[src/bgcd_pkg.sv]
`default_nettype none
package bgcd_pkg;

    // Clock and times
    localparam longint unsigned CLK_HZ        = 64'd10_000_000;
    localparam longint unsigned SLOT_SHORT_US = 64'd500;
    localparam longint unsigned SLOT_LONG_US  = 64'd2000;
    localparam longint unsigned WDG_PERIOD_S  = 64'd100;
    localparam int unsigned SLOT_SHORT_CYC =
        int'(SLOT_SHORT_US * CLK_HZ / 64'd1_000_000);
    localparam int unsigned SLOT_LONG_CYC =
        int'(SLOT_LONG_US * CLK_HZ / 64'd1_000_000);
    localparam int unsigned WDG_PERIOD_CYC = int'(WDG_PERIOD_S * CLK_HZ);

    // Register byte offsets
    localparam logic [7:0] OFF_CTRL     = 8'h00;
    localparam logic [7:0] OFF_STATUS   = 8'h04;
    localparam logic [7:0] OFF_IRQ_STAT = 8'h08;
    localparam logic [7:0] OFF_IRQ_MASK = 8'h0C;
    localparam logic [7:0] OFF_WDG_KICK = 8'h10;

    // Configuration word bit positions
    localparam int CFG_W            = 22;
    localparam int B_RTC_FULL       = 0;
    localparam int B_CLK_SRC        = 1;
    localparam int B_KEEP_ON        = 2;
    localparam int B_SLOT_DUR       = 3;
    localparam int B_LP_OFF         = 4;
    localparam int B_LP_RST         = 5;
    localparam int B_IRQ_POL        = 6;
    localparam int B_SUPPLY_MSK     = 7;
    localparam int B_L5_FALL_MSK    = 8;
    localparam int B_L5_RISE_MSK    = 9;
    localparam int B_L4_FALL_MSK    = 10;
    localparam int B_L4_RISE_MSK    = 11;
    localparam int B_L0_OD          = 12;
    localparam int B_WDG_EN         = 13;
    localparam int B_DIV_BYPASS     = 14;
    localparam int B_THRESH_LO      = 15;
    localparam int B_AUTO_KEEP      = 20;
    localparam int B_PDR_POL        = 21;

    // Interrupt status layout; bits 0..4 share the config mask bits
    localparam int IRQ_W            = 9;
    localparam int I_SUPPLY         = 0;
    localparam int I_L5_FALL        = 1;
    localparam int I_L5_RISE        = 2;
    localparam int I_L4_FALL        = 3;
    localparam int I_L4_RISE        = 4;
    localparam int I_HOLD_RISE      = 5;
    localparam int I_HOLD_FALL      = 6;
    localparam int I_WDG            = 7;
    localparam int I_BUTTON         = 8;
    localparam logic [3:0] MASK_HI_RST = 4'h0;

    // Threshold code for 3.1 V
    localparam logic [4:0] THRESH_FIXED = 5'h0C;

    // Fixed boot defaults, MSB first
    localparam logic [CFG_W-1:0] CFG_FIXED = {
        1'b0, 1'b1, THRESH_FIXED, 1'b1, 1'b1, 1'b0,
        1'b0, 1'b1, 1'b0, 1'b1, 1'b1,
        1'b0, 1'b1, 1'b1, 1'b1, 1'b0, 1'b0, 1'b0
    };

    typedef enum logic [1:0] {
        BGCD_BOOT_FIXED,
        BGCD_BOOT_NVM,
        BGCD_BOOT_TEST
    } bgcd_boot_t;

    localparam logic [1:0] RESP_OKAY   = 2'h0;
    localparam logic [1:0] RESP_SLVERR = 2'h2;

endpackage
`default_nettype wire

[src/bgcd_loader.sv]
// How it works
// - RTC supply bit: 0 low power in OFF, 1 full power; fixed 0
// - Slow clock select: 0 crystal or external, 1 internal RC; fixed 0
// - Keep-on bit 1 holds device powered; 0 does nothing; fixed 0
// - Slot duration: 0 gives 0.5 ms, 1 gives 2 ms; fixed 2 ms
// - Long-press-off bit 1 lets a long press turn device off; fixed 1
// - Long-press reset bit 1 resets digital core while off; fixed 1
// - Interrupt polarity: 0 active low, 1 active high; fixed low
// - Supply-insert mask 0 auto switches on at insertion; fixed 1
// - Line 4/5 edge masks block their interrupt; falls masked, rises not
// - Line 0 output: 0 push-pull, 1 open drain; fixed push-pull
// - Watchdog bit: 0 off, 1 periodic with 100 s period; fixed 1
// - Divider buffer bypass: 0 buffer on, 1 buffer off; fixed off
// - Five-bit threshold picks boot comparator level; fixed 3.1 V
// - Auto-keep-on 1 makes hold pin a plain input, sets keep-on
// - Power-down reset polarity: 0 active low, 1 active high
// - Boot pin sampled at power-up: float test, low fixed, high memory
// - Fixed boot uses constant defaults; memory boot uses stored word
`timescale 1ns/10ps
`default_nettype none
module bgcd_loader #(
    parameter int unsigned SLOT_SHORT_CYC = bgcd_pkg::SLOT_SHORT_CYC,
    parameter int unsigned SLOT_LONG_CYC  = bgcd_pkg::SLOT_LONG_CYC,
    parameter int unsigned WDG_CYC        = bgcd_pkg::WDG_PERIOD_CYC
) (
    input  wire logic        aclk,
    input  wire logic        aresetn,
    input  wire logic [7:0]  s_axi_awaddr,
    input  wire logic        s_axi_awvalid,
    output var  logic        s_axi_awready,
    input  wire logic [31:0] s_axi_wdata,
    input  wire logic [3:0]  s_axi_wstrb,
    input  wire logic        s_axi_wvalid,
    output var  logic        s_axi_wready,
    output var  logic [1:0]  s_axi_bresp,
    output var  logic        s_axi_bvalid,
    input  wire logic        s_axi_bready,
    input  wire logic [7:0]  s_axi_araddr,
    input  wire logic        s_axi_arvalid,
    output var  logic        s_axi_arready,
    output var  logic [31:0] s_axi_rdata,
    output var  logic [1:0]  s_axi_rresp,
    output var  logic        s_axi_rvalid,
    input  wire logic        s_axi_rready,
    input  wire logic        boot_select_pin,
    input  wire logic        boot_select_float,
    output var  logic        nvm_rd_req,
    input  wire logic        nvm_rd_valid,
    input  wire logic [31:0] nvm_rd_data,
    output var  logic        load_done,
    output var  logic        test_boot,
    input  wire logic        seq_run,
    output var  logic        slot_tick,
    output var  logic        rtc_supply_off_full_power,
    output var  logic        slow_clock_source_sel,
    output var  logic        keep_on,
    output var  logic        slot_duration_sel,
    input  wire logic        hold_pin,
    input  wire logic        reset_out_high,
    output var  logic        power_hold_req,
    input  wire logic        button_in_long,
    input  wire logic        button_in_low,
    input  wire logic        device_off,
    output var  logic        power_off_req,
    output var  logic        core_reset_req,
    input  wire logic        supply_insert_evt,
    output var  logic        auto_switch_on,
    input  wire logic        line4_in,
    input  wire logic        line5_in,
    input  wire logic        line0_data,
    output var  logic        line0_out,
    output var  logic        line0_oe_n,
    output var  logic        wdg_expire,
    output var  logic        divider_buffer_en,
    output var  logic [4:0]  boot_gate_threshold,
    input  wire logic        power_init_reset_in,
    output var  logic        power_init_reset_act,
    output var  logic        irq_out
);

    localparam int CW = bgcd_pkg::CFG_W;
    localparam int IW = bgcd_pkg::IRQ_W;

    typedef enum logic [1:0] {
        ST_SAMPLE,
        ST_NVM_WAIT,
        ST_DONE
    } bgcd_state_t;

    function automatic logic [31:0] bgcd_strb(
        input logic [31:0] old_v,
        input logic [31:0] new_v,
        input logic [3:0]  strb
    );
        logic [31:0] r;
        r = old_v;
        for (int i = 0; i < 4; i++) begin
            if (strb[i]) begin
                r[i*8 +: 8] = new_v[i*8 +: 8];
            end
        end
        return r;
    endfunction

    bgcd_state_t          state_q;
    bgcd_pkg::bgcd_boot_t mode_q;
    logic [CW-1:0]        cfg_q;
    logic [3:0]           mask_hi_q;
    logic [IW-1:0]        irq_stat_q;
    logic [IW-1:0]        irq_set;
    logic [IW-1:0]        irq_mask;
    logic                 aw_held_q;
    logic                 w_held_q;
    logic [7:0]           aw_addr_q;
    logic [31:0]          w_data_q;
    logic [3:0]           w_strb_q;
    logic [31:0]          rd_word;
    logic                 rd_ok;
    logic [31:0]          cfg_wr;
    logic [31:0]          mask_wr;
    logic [31:0]          clr_wr;
    logic                 l4_q;
    logic                 l5_q;
    logic                 hold_q;
    logic                 rst_out_q;
    logic                 seq_run_q;
    logic [31:0]          slot_cnt_q;
    logic [31:0]          slot_len;
    logic [31:0]          wdg_cnt_q;
    logic                 wdg_hit;
    logic                 wdg_kick;
    logic                 keep_set;

    assign irq_mask = {mask_hi_q, cfg_q[bgcd_pkg::B_L4_RISE_MSK:
                                         bgcd_pkg::B_SUPPLY_MSK]};

    // Boot source selection and load sequence
    always_ff @(posedge aclk) begin
        if (!aresetn) begin
            state_q <= ST_SAMPLE;
            mode_q  <= bgcd_pkg::BGCD_BOOT_FIXED;
        end else begin
            case (state_q)
                ST_SAMPLE: begin
                    if (boot_select_float) begin
                        mode_q  <= bgcd_pkg::BGCD_BOOT_TEST;
                        state_q <= ST_DONE;
                    end else if (boot_select_pin) begin
                        mode_q  <= bgcd_pkg::BGCD_BOOT_NVM;
                        state_q <= ST_NVM_WAIT;
                    end else begin
                        mode_q  <= bgcd_pkg::BGCD_BOOT_FIXED;
                        state_q <= ST_DONE;
                    end
                end
                ST_NVM_WAIT: begin
                    if (nvm_rd_valid) begin
                        state_q <= ST_DONE;
                    end
                end
                default: begin
                    state_q <= ST_DONE;
                end
            endcase
        end
    end

    always_ff @(posedge aclk) begin
        if (!aresetn) begin
            nvm_rd_req <= 1'b0;
            load_done  <= 1'b0;
            test_boot  <= 1'b0;
        end else begin
            nvm_rd_req <= (state_q == ST_SAMPLE && !boot_select_float &&
                           boot_select_pin) ||
                          (state_q == ST_NVM_WAIT && !nvm_rd_valid);
            load_done  <= (state_q == ST_DONE);
            test_boot  <= (mode_q == bgcd_pkg::BGCD_BOOT_TEST);
        end
    end

    // AXI4-Lite write side; address and data taken in either order
    always_ff @(posedge aclk) begin
        if (!aresetn) begin
            aw_held_q     <= 1'b0;
            w_held_q      <= 1'b0;
            aw_addr_q     <= 8'h00;
            w_data_q      <= 32'h0000_0000;
            w_strb_q      <= 4'h0;
            s_axi_awready <= 1'b0;
            s_axi_wready  <= 1'b0;
            s_axi_bvalid  <= 1'b0;
            s_axi_bresp   <= bgcd_pkg::RESP_OKAY;
        end else begin
            s_axi_awready <= 1'b0;
            s_axi_wready  <= 1'b0;
            if (s_axi_awvalid && s_axi_awready) begin
                aw_held_q <= 1'b1;
                aw_addr_q <= s_axi_awaddr;
            end else if (!aw_held_q && !s_axi_awready && s_axi_awvalid) begin
                s_axi_awready <= 1'b1;
            end
            if (s_axi_wvalid && s_axi_wready) begin
                w_held_q <= 1'b1;
                w_data_q <= s_axi_wdata;
                w_strb_q <= s_axi_wstrb;
            end else if (!w_held_q && !s_axi_wready && s_axi_wvalid) begin
                s_axi_wready <= 1'b1;
            end
            if (aw_held_q && w_held_q && !s_axi_bvalid) begin
                aw_held_q    <= 1'b0;
                w_held_q     <= 1'b0;
                s_axi_bvalid <= 1'b1;
                if (aw_addr_q == bgcd_pkg::OFF_CTRL ||
                    aw_addr_q == bgcd_pkg::OFF_IRQ_STAT ||
                    aw_addr_q == bgcd_pkg::OFF_IRQ_MASK ||
                    aw_addr_q == bgcd_pkg::OFF_WDG_KICK) begin
                    s_axi_bresp <= bgcd_pkg::RESP_OKAY;
                end else begin
                    s_axi_bresp <= bgcd_pkg::RESP_SLVERR;
                end
            end else if (s_axi_bvalid && s_axi_bready) begin
                s_axi_bvalid <= 1'b0;
            end
        end
    end

    // Commit strobe: both halves held, response not yet raised
    logic commit;
    assign commit = aw_held_q && w_held_q && !s_axi_bvalid;

    assign cfg_wr  = bgcd_strb({{(32-CW){1'b0}}, cfg_q}, w_data_q, w_strb_q);
    assign mask_wr = bgcd_strb({{(32-IW){1'b0}}, irq_mask}, w_data_q,
                               w_strb_q);
    assign clr_wr  = bgcd_strb(32'h0000_0000, w_data_q, w_strb_q);
    assign wdg_kick = commit && aw_addr_q == bgcd_pkg::OFF_WDG_KICK &&
                      clr_wr[0];

    // Keep-on is raised internally on the reset output rising edge
    assign keep_set = cfg_q[bgcd_pkg::B_AUTO_KEEP] && reset_out_high &&
                      !rst_out_q;

    // Configuration bits: loaded once, then owned by software
    always_ff @(posedge aclk) begin
        if (!aresetn) begin
            cfg_q     <= bgcd_pkg::CFG_FIXED;
            mask_hi_q <= bgcd_pkg::MASK_HI_RST;
        end else begin
            if (state_q == ST_NVM_WAIT && nvm_rd_valid) begin
                cfg_q <= nvm_rd_data[CW-1:0];
            end else if (state_q == ST_SAMPLE) begin
                cfg_q <= bgcd_pkg::CFG_FIXED;
            end else if (state_q == ST_DONE && commit &&
                         aw_addr_q == bgcd_pkg::OFF_CTRL) begin
                cfg_q <= cfg_wr[CW-1:0];
            end else if (state_q == ST_DONE && commit &&
                         aw_addr_q == bgcd_pkg::OFF_IRQ_MASK) begin
                cfg_q[bgcd_pkg::B_L4_RISE_MSK:bgcd_pkg::B_SUPPLY_MSK] <=
                    mask_wr[4:0];
                mask_hi_q <= mask_wr[IW-1:5];
            end
            if (state_q == ST_DONE && keep_set) begin
                cfg_q[bgcd_pkg::B_KEEP_ON] <= 1'b1;
            end
        end
    end

    // AXI4-Lite read side, answer raised in the same cycle the address is taken
    always_comb begin
        rd_word = 32'h0000_0000;
        rd_ok   = 1'b1;
        if (s_axi_araddr == bgcd_pkg::OFF_CTRL) begin
            rd_word[CW-1:0] = cfg_q;
        end else if (s_axi_araddr == bgcd_pkg::OFF_STATUS) begin
            rd_word[0]   = (state_q == ST_DONE);
            rd_word[2:1] = mode_q;
            rd_word[3]   = hold_q;
            rd_word[4]   = power_hold_req;
        end else if (s_axi_araddr == bgcd_pkg::OFF_IRQ_STAT) begin
            rd_word[IW-1:0] = irq_stat_q;
        end else if (s_axi_araddr == bgcd_pkg::OFF_IRQ_MASK) begin
            rd_word[IW-1:0] = irq_mask;
        end else if (s_axi_araddr == bgcd_pkg::OFF_WDG_KICK) begin
            rd_word = 32'h0000_0000;
        end else begin
            rd_ok = 1'b0;
        end
    end

    always_ff @(posedge aclk) begin
        if (!aresetn) begin
            s_axi_arready <= 1'b0;
            s_axi_rvalid  <= 1'b0;
            s_axi_rdata   <= 32'h0000_0000;
            s_axi_rresp   <= bgcd_pkg::RESP_OKAY;
        end else begin
            s_axi_arready <= 1'b0;
            if (s_axi_rvalid && s_axi_rready) begin
                s_axi_rvalid <= 1'b0;
            end else if (!s_axi_rvalid && !s_axi_arready &&
                         s_axi_arvalid) begin
                s_axi_arready <= 1'b1;
                s_axi_rvalid  <= 1'b1;
                s_axi_rdata   <= rd_word;
                s_axi_rresp   <= rd_ok ? bgcd_pkg::RESP_OKAY :
                                         bgcd_pkg::RESP_SLVERR;
            end
        end
    end

    // Edge history of the monitored inputs
    always_ff @(posedge aclk) begin
        if (!aresetn) begin
            l4_q      <= 1'b0;
            l5_q      <= 1'b0;
            hold_q    <= 1'b0;
            rst_out_q <= 1'b0;
            seq_run_q <= 1'b0;
        end else begin
            l4_q      <= line4_in;
            l5_q      <= line5_in;
            hold_q    <= hold_pin;
            rst_out_q <= reset_out_high;
            seq_run_q <= seq_run;
        end
    end

    always_comb begin
        irq_set = '0;
        irq_set[bgcd_pkg::I_SUPPLY]  = supply_insert_evt;
        irq_set[bgcd_pkg::I_L5_FALL] = l5_q && !line5_in;
        irq_set[bgcd_pkg::I_L5_RISE] = !l5_q && line5_in;
        irq_set[bgcd_pkg::I_L4_FALL] = l4_q && !line4_in;
        irq_set[bgcd_pkg::I_L4_RISE] = !l4_q && line4_in;
        irq_set[bgcd_pkg::I_HOLD_RISE] = cfg_q[bgcd_pkg::B_AUTO_KEEP] &&
                                         !hold_q && hold_pin;
        irq_set[bgcd_pkg::I_HOLD_FALL] = cfg_q[bgcd_pkg::B_AUTO_KEEP] &&
                                         hold_q && !hold_pin;
        irq_set[bgcd_pkg::I_WDG]    = wdg_hit;
        irq_set[bgcd_pkg::I_BUTTON] = button_in_low && !device_off;
    end

    // Sticky status; a new event beats a same-cycle clear
    always_ff @(posedge aclk) begin
        if (!aresetn) begin
            irq_stat_q <= '0;
        end else if (commit && aw_addr_q == bgcd_pkg::OFF_IRQ_STAT) begin
            irq_stat_q <= (irq_stat_q & ~clr_wr[IW-1:0]) | irq_set;
        end else begin
            irq_stat_q <= irq_stat_q | irq_set;
        end
    end

    // Interrupt output with selectable polarity
    always_ff @(posedge aclk) begin
        if (!aresetn) begin
            irq_out <= 1'b1;
        end else begin
            irq_out <= cfg_q[bgcd_pkg::B_IRQ_POL] ~^
                       (|(irq_stat_q & ~irq_mask));
        end
    end

    // Slot timer, only once loading is complete
    assign slot_len = cfg_q[bgcd_pkg::B_SLOT_DUR] ?
                      SLOT_LONG_CYC : SLOT_SHORT_CYC;

    always_ff @(posedge aclk) begin
        if (!aresetn) begin
            slot_cnt_q <= 32'h0000_0000;
            slot_tick  <= 1'b0;
        end else begin
            slot_tick <= 1'b0;
            if (state_q != ST_DONE || !seq_run || !seq_run_q) begin
                slot_cnt_q <= 32'h0000_0000;
            end else if (slot_cnt_q >= slot_len - 32'd1) begin
                slot_cnt_q <= 32'h0000_0000;
                slot_tick  <= 1'b1;
            end else begin
                slot_cnt_q <= slot_cnt_q + 32'd1;
            end
        end
    end

    // Periodic watchdog, restarted by a kick
    assign wdg_hit = cfg_q[bgcd_pkg::B_WDG_EN] && state_q == ST_DONE &&
                     wdg_cnt_q >= WDG_CYC - 32'd1;

    always_ff @(posedge aclk) begin
        if (!aresetn) begin
            wdg_cnt_q  <= 32'h0000_0000;
            wdg_expire <= 1'b0;
        end else begin
            wdg_expire <= wdg_hit;
            if (!cfg_q[bgcd_pkg::B_WDG_EN] || state_q != ST_DONE ||
                wdg_kick || wdg_hit) begin
                wdg_cnt_q <= 32'h0000_0000;
            end else begin
                wdg_cnt_q <= wdg_cnt_q + 32'd1;
            end
        end
    end

    // Bits that feed the power blocks, registered
    always_ff @(posedge aclk) begin
        if (!aresetn) begin
            rtc_supply_off_full_power <= 1'b0;
            slow_clock_source_sel     <= 1'b0;
            keep_on                   <= 1'b0;
            slot_duration_sel         <= 1'b1;
            divider_buffer_en         <= 1'b0;
            boot_gate_threshold       <= bgcd_pkg::THRESH_FIXED;
            power_hold_req            <= 1'b0;
        end else begin
            rtc_supply_off_full_power <= cfg_q[bgcd_pkg::B_RTC_FULL];
            slow_clock_source_sel <= cfg_q[bgcd_pkg::B_CLK_SRC];
            keep_on               <= cfg_q[bgcd_pkg::B_KEEP_ON];
            slot_duration_sel     <= cfg_q[bgcd_pkg::B_SLOT_DUR];
            divider_buffer_en <= !cfg_q[bgcd_pkg::B_DIV_BYPASS];
            boot_gate_threshold <= cfg_q[bgcd_pkg::B_THRESH_LO +: 5];
            power_hold_req <= cfg_q[bgcd_pkg::B_KEEP_ON] ||
                              (!cfg_q[bgcd_pkg::B_AUTO_KEEP] && hold_pin);
        end
    end

    always_ff @(posedge aclk) begin
        if (!aresetn) begin
            power_off_req        <= 1'b0;
            core_reset_req       <= 1'b0;
            auto_switch_on       <= 1'b0;
            power_init_reset_act <= 1'b0;
        end else begin
            power_off_req <= button_in_long && !device_off &&
                             cfg_q[bgcd_pkg::B_LP_OFF];
            core_reset_req <= button_in_long && device_off &&
                              cfg_q[bgcd_pkg::B_LP_RST];
            auto_switch_on <= supply_insert_evt &&
                              !cfg_q[bgcd_pkg::B_SUPPLY_MSK];
            power_init_reset_act <= cfg_q[bgcd_pkg::B_PDR_POL] ~^
                                    power_init_reset_in;
        end
    end

    // Line 0 driver; enable low means driving
    always_ff @(posedge aclk) begin
        if (!aresetn) begin
            line0_out  <= 1'b0;
            line0_oe_n <= 1'b0;
        end else begin
            line0_out  <= line0_data;
            line0_oe_n <= cfg_q[bgcd_pkg::B_L0_OD] && line0_data;
        end
    end

endmodule // bgcd_loader
`default_nettype wire

[config.mk]
export PLATFORM = sky130hd
export DESIGN_NAME = bgcd_loader
export DESIGN_NICKNAME = d
export VERILOG_FILES = /design/src/bgcd_pkg.sv /design/src/bgcd_loader.sv
export SDC_FILE = /design/constraint.sdc
export NUM_CORES = 1
export LEC_CHECK = 0
export BUFFER_PORTS_ARGS = -buffer_cell sky130_fd_sc_hd__buf_2
export CORE_ASPECT_RATIO = 1.5
export CORE_MARGIN = 4
export CORE_UTILIZATION = 60
export CTS_BUF_LIST = sky130_fd_sc_hd__clkbuf_4
export CTS_CLUSTER_DIAMETER = 200
export DETAILED_ROUTE_END_ITERATION = 8
export GPL_TIMING_DRIVEN = 0
export HOLD_SLACK_MARGIN = 0.08
export PLACE_DENSITY = 0.87
export RECOVER_POWER = 100
export SYNTH_ARGS = -nofsm -noshare
export SYNTH_HDL_FRONTEND = slang
export SYNTH_SLANG_ARGS = --single-unit
[constraint.sdc]
create_clock -name aclk -period 3.8 [get_ports aclk]
set_input_delay 0.57 -clock aclk [delete_from_list [all_inputs] [get_ports aclk]]
set_output_delay 0.57 -clock aclk [all_outputs]
set_load 0.05 [all_outputs]
# ---- Yosys cells after proc, flatten, opt, wreduce, memory -nomap -nowiden
# Index checks and enable logic that the tools add are counted.
# W data, S select, Z words.
dict set report word_totals {
  out_inout_bits 64
  in_bits 105
  ff_bits 207
}
dict set report classes {
  n_reduce_logical 105
  n_addsub 3
  eq_ne 15
  mux 40
  n_lt_le_gt_ge 2
  bitwise 13
}
# operator n
set ops {}
lappend ops {{$mux W22} 3}
lappend ops {{$add A32 B1 Y32 const B} 2}
lappend ops {{$logic_and A1 B1 Y1} 43}
lappend ops {{$eq A8 B4 Y1 const B} 4}
lappend ops {{$ge A32 B30 Y1 const B} 1}
lappend ops {{$ge A32 B32 Y1} 1}
lappend ops {{$mux W9} 3}
lappend ops {{$mux W8} 3}
lappend ops {{$logic_not A1 Y1} 23}
lappend ops {{$mux W10} 2}
lappend ops {{$mux W5} 4}
lappend ops {{$and A9 B9 Y9} 2}
lappend ops {{$not A9 Y9} 2}
lappend ops {{$or A9 B9 Y9} 2}
lappend ops {{$eq A8 B5 Y1 const B} 2}
lappend ops {{$logic_not A8 Y1} 2}
lappend ops {{$reduce_bool A4 Y1} 4}
lappend ops {{$sub A15 B1 Y16 const B} 1}
lappend ops {{$mux W15} 1}
lappend ops {{$mux W1} 14}
lappend ops {{$mux W2} 6}
lappend ops {{$ne A4 B4 Y1 const B} 3}
lappend ops {{$reduce_bool A3 Y1} 4}
lappend ops {{$reduce_or A2 Y1} 6}
lappend ops {{other kinds (18)} 40}

# ---- Depth between registers and ports, before layout
dict set report depth {
  word_depth 9
  ltp_mapped 8
  ltp_nobuf 7
}

# ---- Worst setup path after synthesis
# OpenSTA, ideal clock, no wires.
dict set report synth_path {
  kind {input to register}
  from {in s_axi_araddr[0]}
  to {reg s_axi_rdata[1]}
  arrival_ps 2162
  path_slack_ps 1521
  cell_stages 6
  cell_sequence {or4_1 -> or3_1 -> buf_2 -> or3b_4 -> o211ai_1 -> nand2_1}
}
dict set report synth_between {
  elab_chain_len 5
  word_cells_on_any_way 8
}
# element line_no
set synth_lines {}
lappend synth_lines {{start, declared} bgcd_loader.sv:38} ;# input wire logic [7:0] s_axi_araddr,
lappend synth_lines {{$eq A8 B4 Y1} bgcd_loader.sv:281} ;# end else if (s_axi_araddr == bgcd_pkg::OFF_IRQ_MASK) begin
lappend synth_lines {{$mux W9} bgcd_loader.sv:281}
lappend synth_lines {{$mux W9} bgcd_loader.sv:279} ;# end else if (s_axi_araddr == bgcd_pkg::OFF_IRQ_STAT) begin
lappend synth_lines {{$mux W5} bgcd_loader.sv:274} ;# end else if (s_axi_araddr == bgcd_pkg::OFF_STATUS) begin
lappend synth_lines {{$mux W22 *} bgcd_loader.sv:272} ;# if (s_axi_araddr == bgcd_pkg::OFF_CTRL) begin
lappend synth_lines {{end signal, assigned} bgcd_loader.sv:304} ;# s_axi_rdata <= rd_word;
lappend synth_lines {{end, declared} bgcd_loader.sv:41} ;# output var logic [31:0] s_axi_rdata,
# Every way passes the cells marked *; elsewhere a longest branch is shown, timed or not.
# A chain may end at the register's enable or synchronous reset.

# ---- Worst setup path after layout
dict set report layout_path {
  from {reg state_q[0]}
  to {reg cfg_q[3]}
}
dict set report layout_between {
  elab_chain_len 5
  word_cells_on_any_way 11
}
# element line_no
set layout_lines {}
lappend layout_lines {{start, declared} bgcd_loader.sv:105} ;# bgcd_state_t state_q;
lappend layout_lines {{start signal, assigned} bgcd_loader.sv:140} ;# state_q <= ST_SAMPLE;
lappend layout_lines {{start signal, assigned} bgcd_loader.sv:147} ;# state_q <= ST_DONE;
lappend layout_lines {{start signal, assigned} bgcd_loader.sv:150} ;# state_q <= ST_NVM_WAIT;
lappend layout_lines {{$eq A2 B2 Y1} bgcd_loader.sv:253} ;# end else if (state_q == ST_DONE && commit &&
lappend layout_lines {{$logic_and A1 B1 Y1 (2 in a row)} bgcd_loader.sv:253}
lappend layout_lines {{$reduce_bool A3 Y1 (no line)} n/a}
lappend layout_lines {{$reduce_and A2 Y1 (no line)} n/a}
lappend layout_lines {{end signal, assigned} bgcd_loader.sv:252} ;# cfg_q <= bgcd_pkg::CFG_FIXED;
lappend layout_lines {{end signal, assigned} bgcd_loader.sv:255} ;# cfg_q <= cfg_wr[CW-1:0];
lappend layout_lines {{end signal, assigned by index} bgcd_loader.sv:258} ;# cfg_q[bgcd_pkg::B_L4_RISE_MSK:bgcd_pkg::B_SUPPLY_MSK] <=
lappend layout_lines {{end, declared} bgcd_loader.sv:107} ;# logic [CW-1:0] cfg_q;
# Several ways; a longest one is shown, not always the timed one.

==> results.py <==
metrics = {
    "outcome": {
        "status": "finished, violations left",
        "violations": "design-rule violations",
    },
    "synth": {
        "yosysSeqAreaShare_pct": 49.9,
        "synth_top_family_by_area": "simple AND/OR/NAND/NOR gates",
        "synth_edf_count": 0,
        "yosysMostFrequentCell": "dfxtp_1",
        "synth-simple-area-share_pct": 24.6,
        "yosysUniqueCellTypes": 65,
        "synth_area_leaders": "dfxtp_1, nor2_1, nand2_1",
        "synth_compound_area_share_pct": 12.7,
        "synth_common_cells": "dfxtp_1, nor2_1, nand2_1, a21oi_1, nand3_1",
        "yosysTopAreaCellShare_pct": 49.9,
        "synth_top_flop_cell": "dfxtp_1",
        "ys_async_sr_fraction_pct": 0,
        "yosys.area.top_type": "dfxtp_1",
        "syn_area_um2": 7830,
        "synth_adder_area_share_pct": 1.60,
        "synth_seq_cells": 195,
        "avgSynthCellArea_um2": 8.95,
        "synthMuxAreaShare_pct": 2.05,
        "synth_cells": 875,
        "yosysWarnings": 0,
        "yosys.area_share.xor_xnor_pct": 4.81,
    },
    "final_layout": {
        "multi_input_area_um2": 3630,
        "filler_cell_count": 1054,
        "regArea_um2": 3900,
        "instances_no_fill": 1228,
        "area_growth_pct": 14.4,
        "fin_nets": 1172,
        "drive_gt1_share_pct": 13.6,
    },
    "worst_hold_path": {
        "holdCritStartpoint": "s_axi_wdata[13]",
        "min_path_cells": 3,
        "holdPathEnd": "w_data_q[13]",
        "min_path_type": "input pin to flop",
    },
    "clock_network": {
        "tritoncts": "built",
        "clockBufferDepth": 2,
        "clock_latency_ns": 0.56,
        "cts_max_level": 4,
        "postCtsHoldBufs": 0,
        "clk_pin_slew_ns": 0.16,
        "cts_resized": 0,
        "cts_buffers": 17,
        "ctsRootBufferMaster": "clkbuf_4",
        "cts_setup_buffers": 0,
        "clock_sinks": 195,
    },
    "pwr": {
        "powerDensity_nw_per_um2": 407,
        "swShare_pct": 28.8,
        "vdd_drop_max_v": 0.000238,
        "p_leak_nw": 3.38,
        "clkPwrFrac_pct": 29.3,
        "p_total_mw": 3.65,
        "p_int_mw": 2.60,
        "combPwrFrac_pct": 11.2,
        "seqPwrFrac_pct": 59.4,
        "p_switching_mw": 1.05,
    },
    "sta": {
        "fin_setup_tns_ns": 0,
        "period_needed_ns": 3.22,
        "setup_viol": 0,
        "worst_pin_slew_ns": 1.28,
        "fin_ws_ns": 0.585,
        "holdWs_ns": 0.222,
        "fin_skew_ns": 0.0226,
        "relSlewSlack_pct": 13.6,
        "rsz0062_at_grt": "false",
        "drv_slew": 0,
        "finalHoldViolCount": 0,
        "period_share_pct": 84.6,
        "fmax_mhz": 311,
    },
    "critical_path": {
        "crit_arrival_ns": 3.69,
        "worstRegToRegCells": 7,
        "rr_endpoint": "cfg_q[3]",
        "crit_fanout": 10,
        "cp.required_ns": 4.27,
        "r2r_slack_ns": 0.58,
        "worstSetupPathType": "flop to flop",
        "r2r-start": "state_q[0]",
        "worstSetupStartpointType": "flop",
        "endpoint_kind": "flop",
    },
    "global_route": {
        "grt-ovfl-total": 0,
        "grt_pass1_vias": 6668,
        "grt_first_pass_wirelength_um": 31200,
        "grt_max_degree": 19,
        "antenna_found_initial": 1,
        "grt_util_all_layers_pct": 26.2,
    },
    "placement": {
        "place_ws_ns": 1.23,
        "hpwl_um": 15200,
        "numPortBuffers": 134,
        "dp_cells": 1194,
        "routabilityCongestion": 0.890,
    },
    "floorplan": {
        "dieHeight_um": 148,
        "io_pins": 169,
        "fp.dieArea_um2": 15000,
        "rows": 50,
        "die_w_um": 101,
        "start_util_pct": 61.9,
        "coreArea_um2": 12600,
    },
    "routing": {
        "viasPerCell": 5.62,
        "drc": 1,
        "dr.first_iter.drc_count": 399,
        "routed_wl_um": 19800,
        "vias": 6901,
        "wl_per_cell_um": 16.1,
        "antenna_left": 0,
        "drt_pass1_iterations": 7,
    },
    "job": {
        "maxCapViolations": 0,
    },
}
cell families (layout without fill, tap and decap cells):
kind of cell | after synthesis | in the layout
and+or+nand+nor | 384 | 384
muxes | 14 | 14
DFF | 195 | 195
AOI/OAI and AO/OA | 152 | 152
adders and majority gates | 10 | 10
xor gates and xnor gates | 43 | 43
other | 1 | 32
buffers and inverters | 76 | 242
power groups by stage:
stage | logic [mW] | registers [mW] | clock network [mW]
2_1_floorplan | 0.226 | 2.26 | 0
3_3_place_gp | 0.405 | 2.21 | 0
3_5_place_dp | 0.411 | 2.21 | 0
4_1_cts | 0.414 | 2.16 | 1.08
5_1_grt | 0.443 | 2.17 | 1.16
6_report | 0.409 | 2.17 | 1.07
cell type report:
cell class              instances  share of cell area (%)
diodes                          2                  0.0559
clock buffers                  17                    1.43
inverters                      19                   0.797
flip-flops and latches        195                    43.6
plain buffers                  57                    2.95
clock inverters                15                    1.68
well taps                     156                    2.18
repair buffers                134                    6.76
multi-input cells             633                    40.5
worst max-delay path by stage:
stage,from,to,slack (ns),cells after the start
2_1_floorplan,s_axi_araddr[0],s_axi_rdata[1],1.52,6
3_3_place_gp,s_axi_araddr[0],s_axi_rdata[1],1.29,7
3_5_place_dp,cfg_q[3],slot_cnt_q[12],1.23,8
4_1_cts,cfg_q[3],slot_cnt_q[12],1.16,8
5_1_grt,state_q[0],cfg_q[3],0.49,7
6_report,state_q[0],cfg_q[3],0.58,7
registers in the layout, indices dropped and copies added, names as in the netlist, 2 cells and up:
name,count
wdg_cnt_q,32
aw_addr_q,8
w_data_q,22
mask_hi_q,4
slot_cnt_q,32
state_q,2
w_strb_q,3
cfg_q,22
mode_q,2
boot_gate_threshold,5
irq_stat_q,9
s_axi_rdata,22
placed cells by master (no fill, tap or decap), types with 3 or more instances in the layout:
cell type  count
a2111oi_0      3
a211oi_1       6
a21oi_1       61
a221oi_1      10
a22oi_1       18
and2_0         9
and2_1         5
and3_1        12
and4_1         7
buf_2         83
buf_4         13
clkbuf_1      93
clkbuf_4      17
clkinv_4       3
conb_1        30
dfxtp_1      195
ha_1          10
inv_1         19
inv_6          5
mux2_2         6
mux2i_1        7
nand2_1      102
nand2b_1      12
nand3_1       44
nand3b_1       5
nand4_1        5
nor2_1       108
nor2b_1        7
nor3_1        29
nor3b_1        4
nor4_1        13
nor4b_1        3
o211ai_1      11
o21ai_0       11
o221ai_1       6
o22ai_1        8
or2_2          5
xnor2_1       27
xor2_1        16
through the flow:
step                      util, %  area (µm²)
after floorplan                 -        7940
after global placement       69.7        8800
after detailed placement     69.7        8800
after CTS                    71.9        9080
after global routing         70.8        8950
final                        70.8        8950
worst max-delay path: stages, from the launching register on:
cell and delay, ns:
dfxtp_1 0.33, clkbuf_1 0.21, or3b_1 0.41, nor4_1 1.04
a21o_1 0.23, clkbuf_1 0.45, o221ai_1 0.31, o211ai_1 0.16
per-layer routing:
layer  vias to the layer above  part of all wire (%)  track usage (%)
met5                         -                     0                0
met4                         0                   5.0             14.4
met3                        81                   5.7             4.15
met2                       266                    52             46.6
met1                      3161                    38             28.9
li1                       3393                     -                -
No activity file was read; power rests on OpenSTA's default activity.
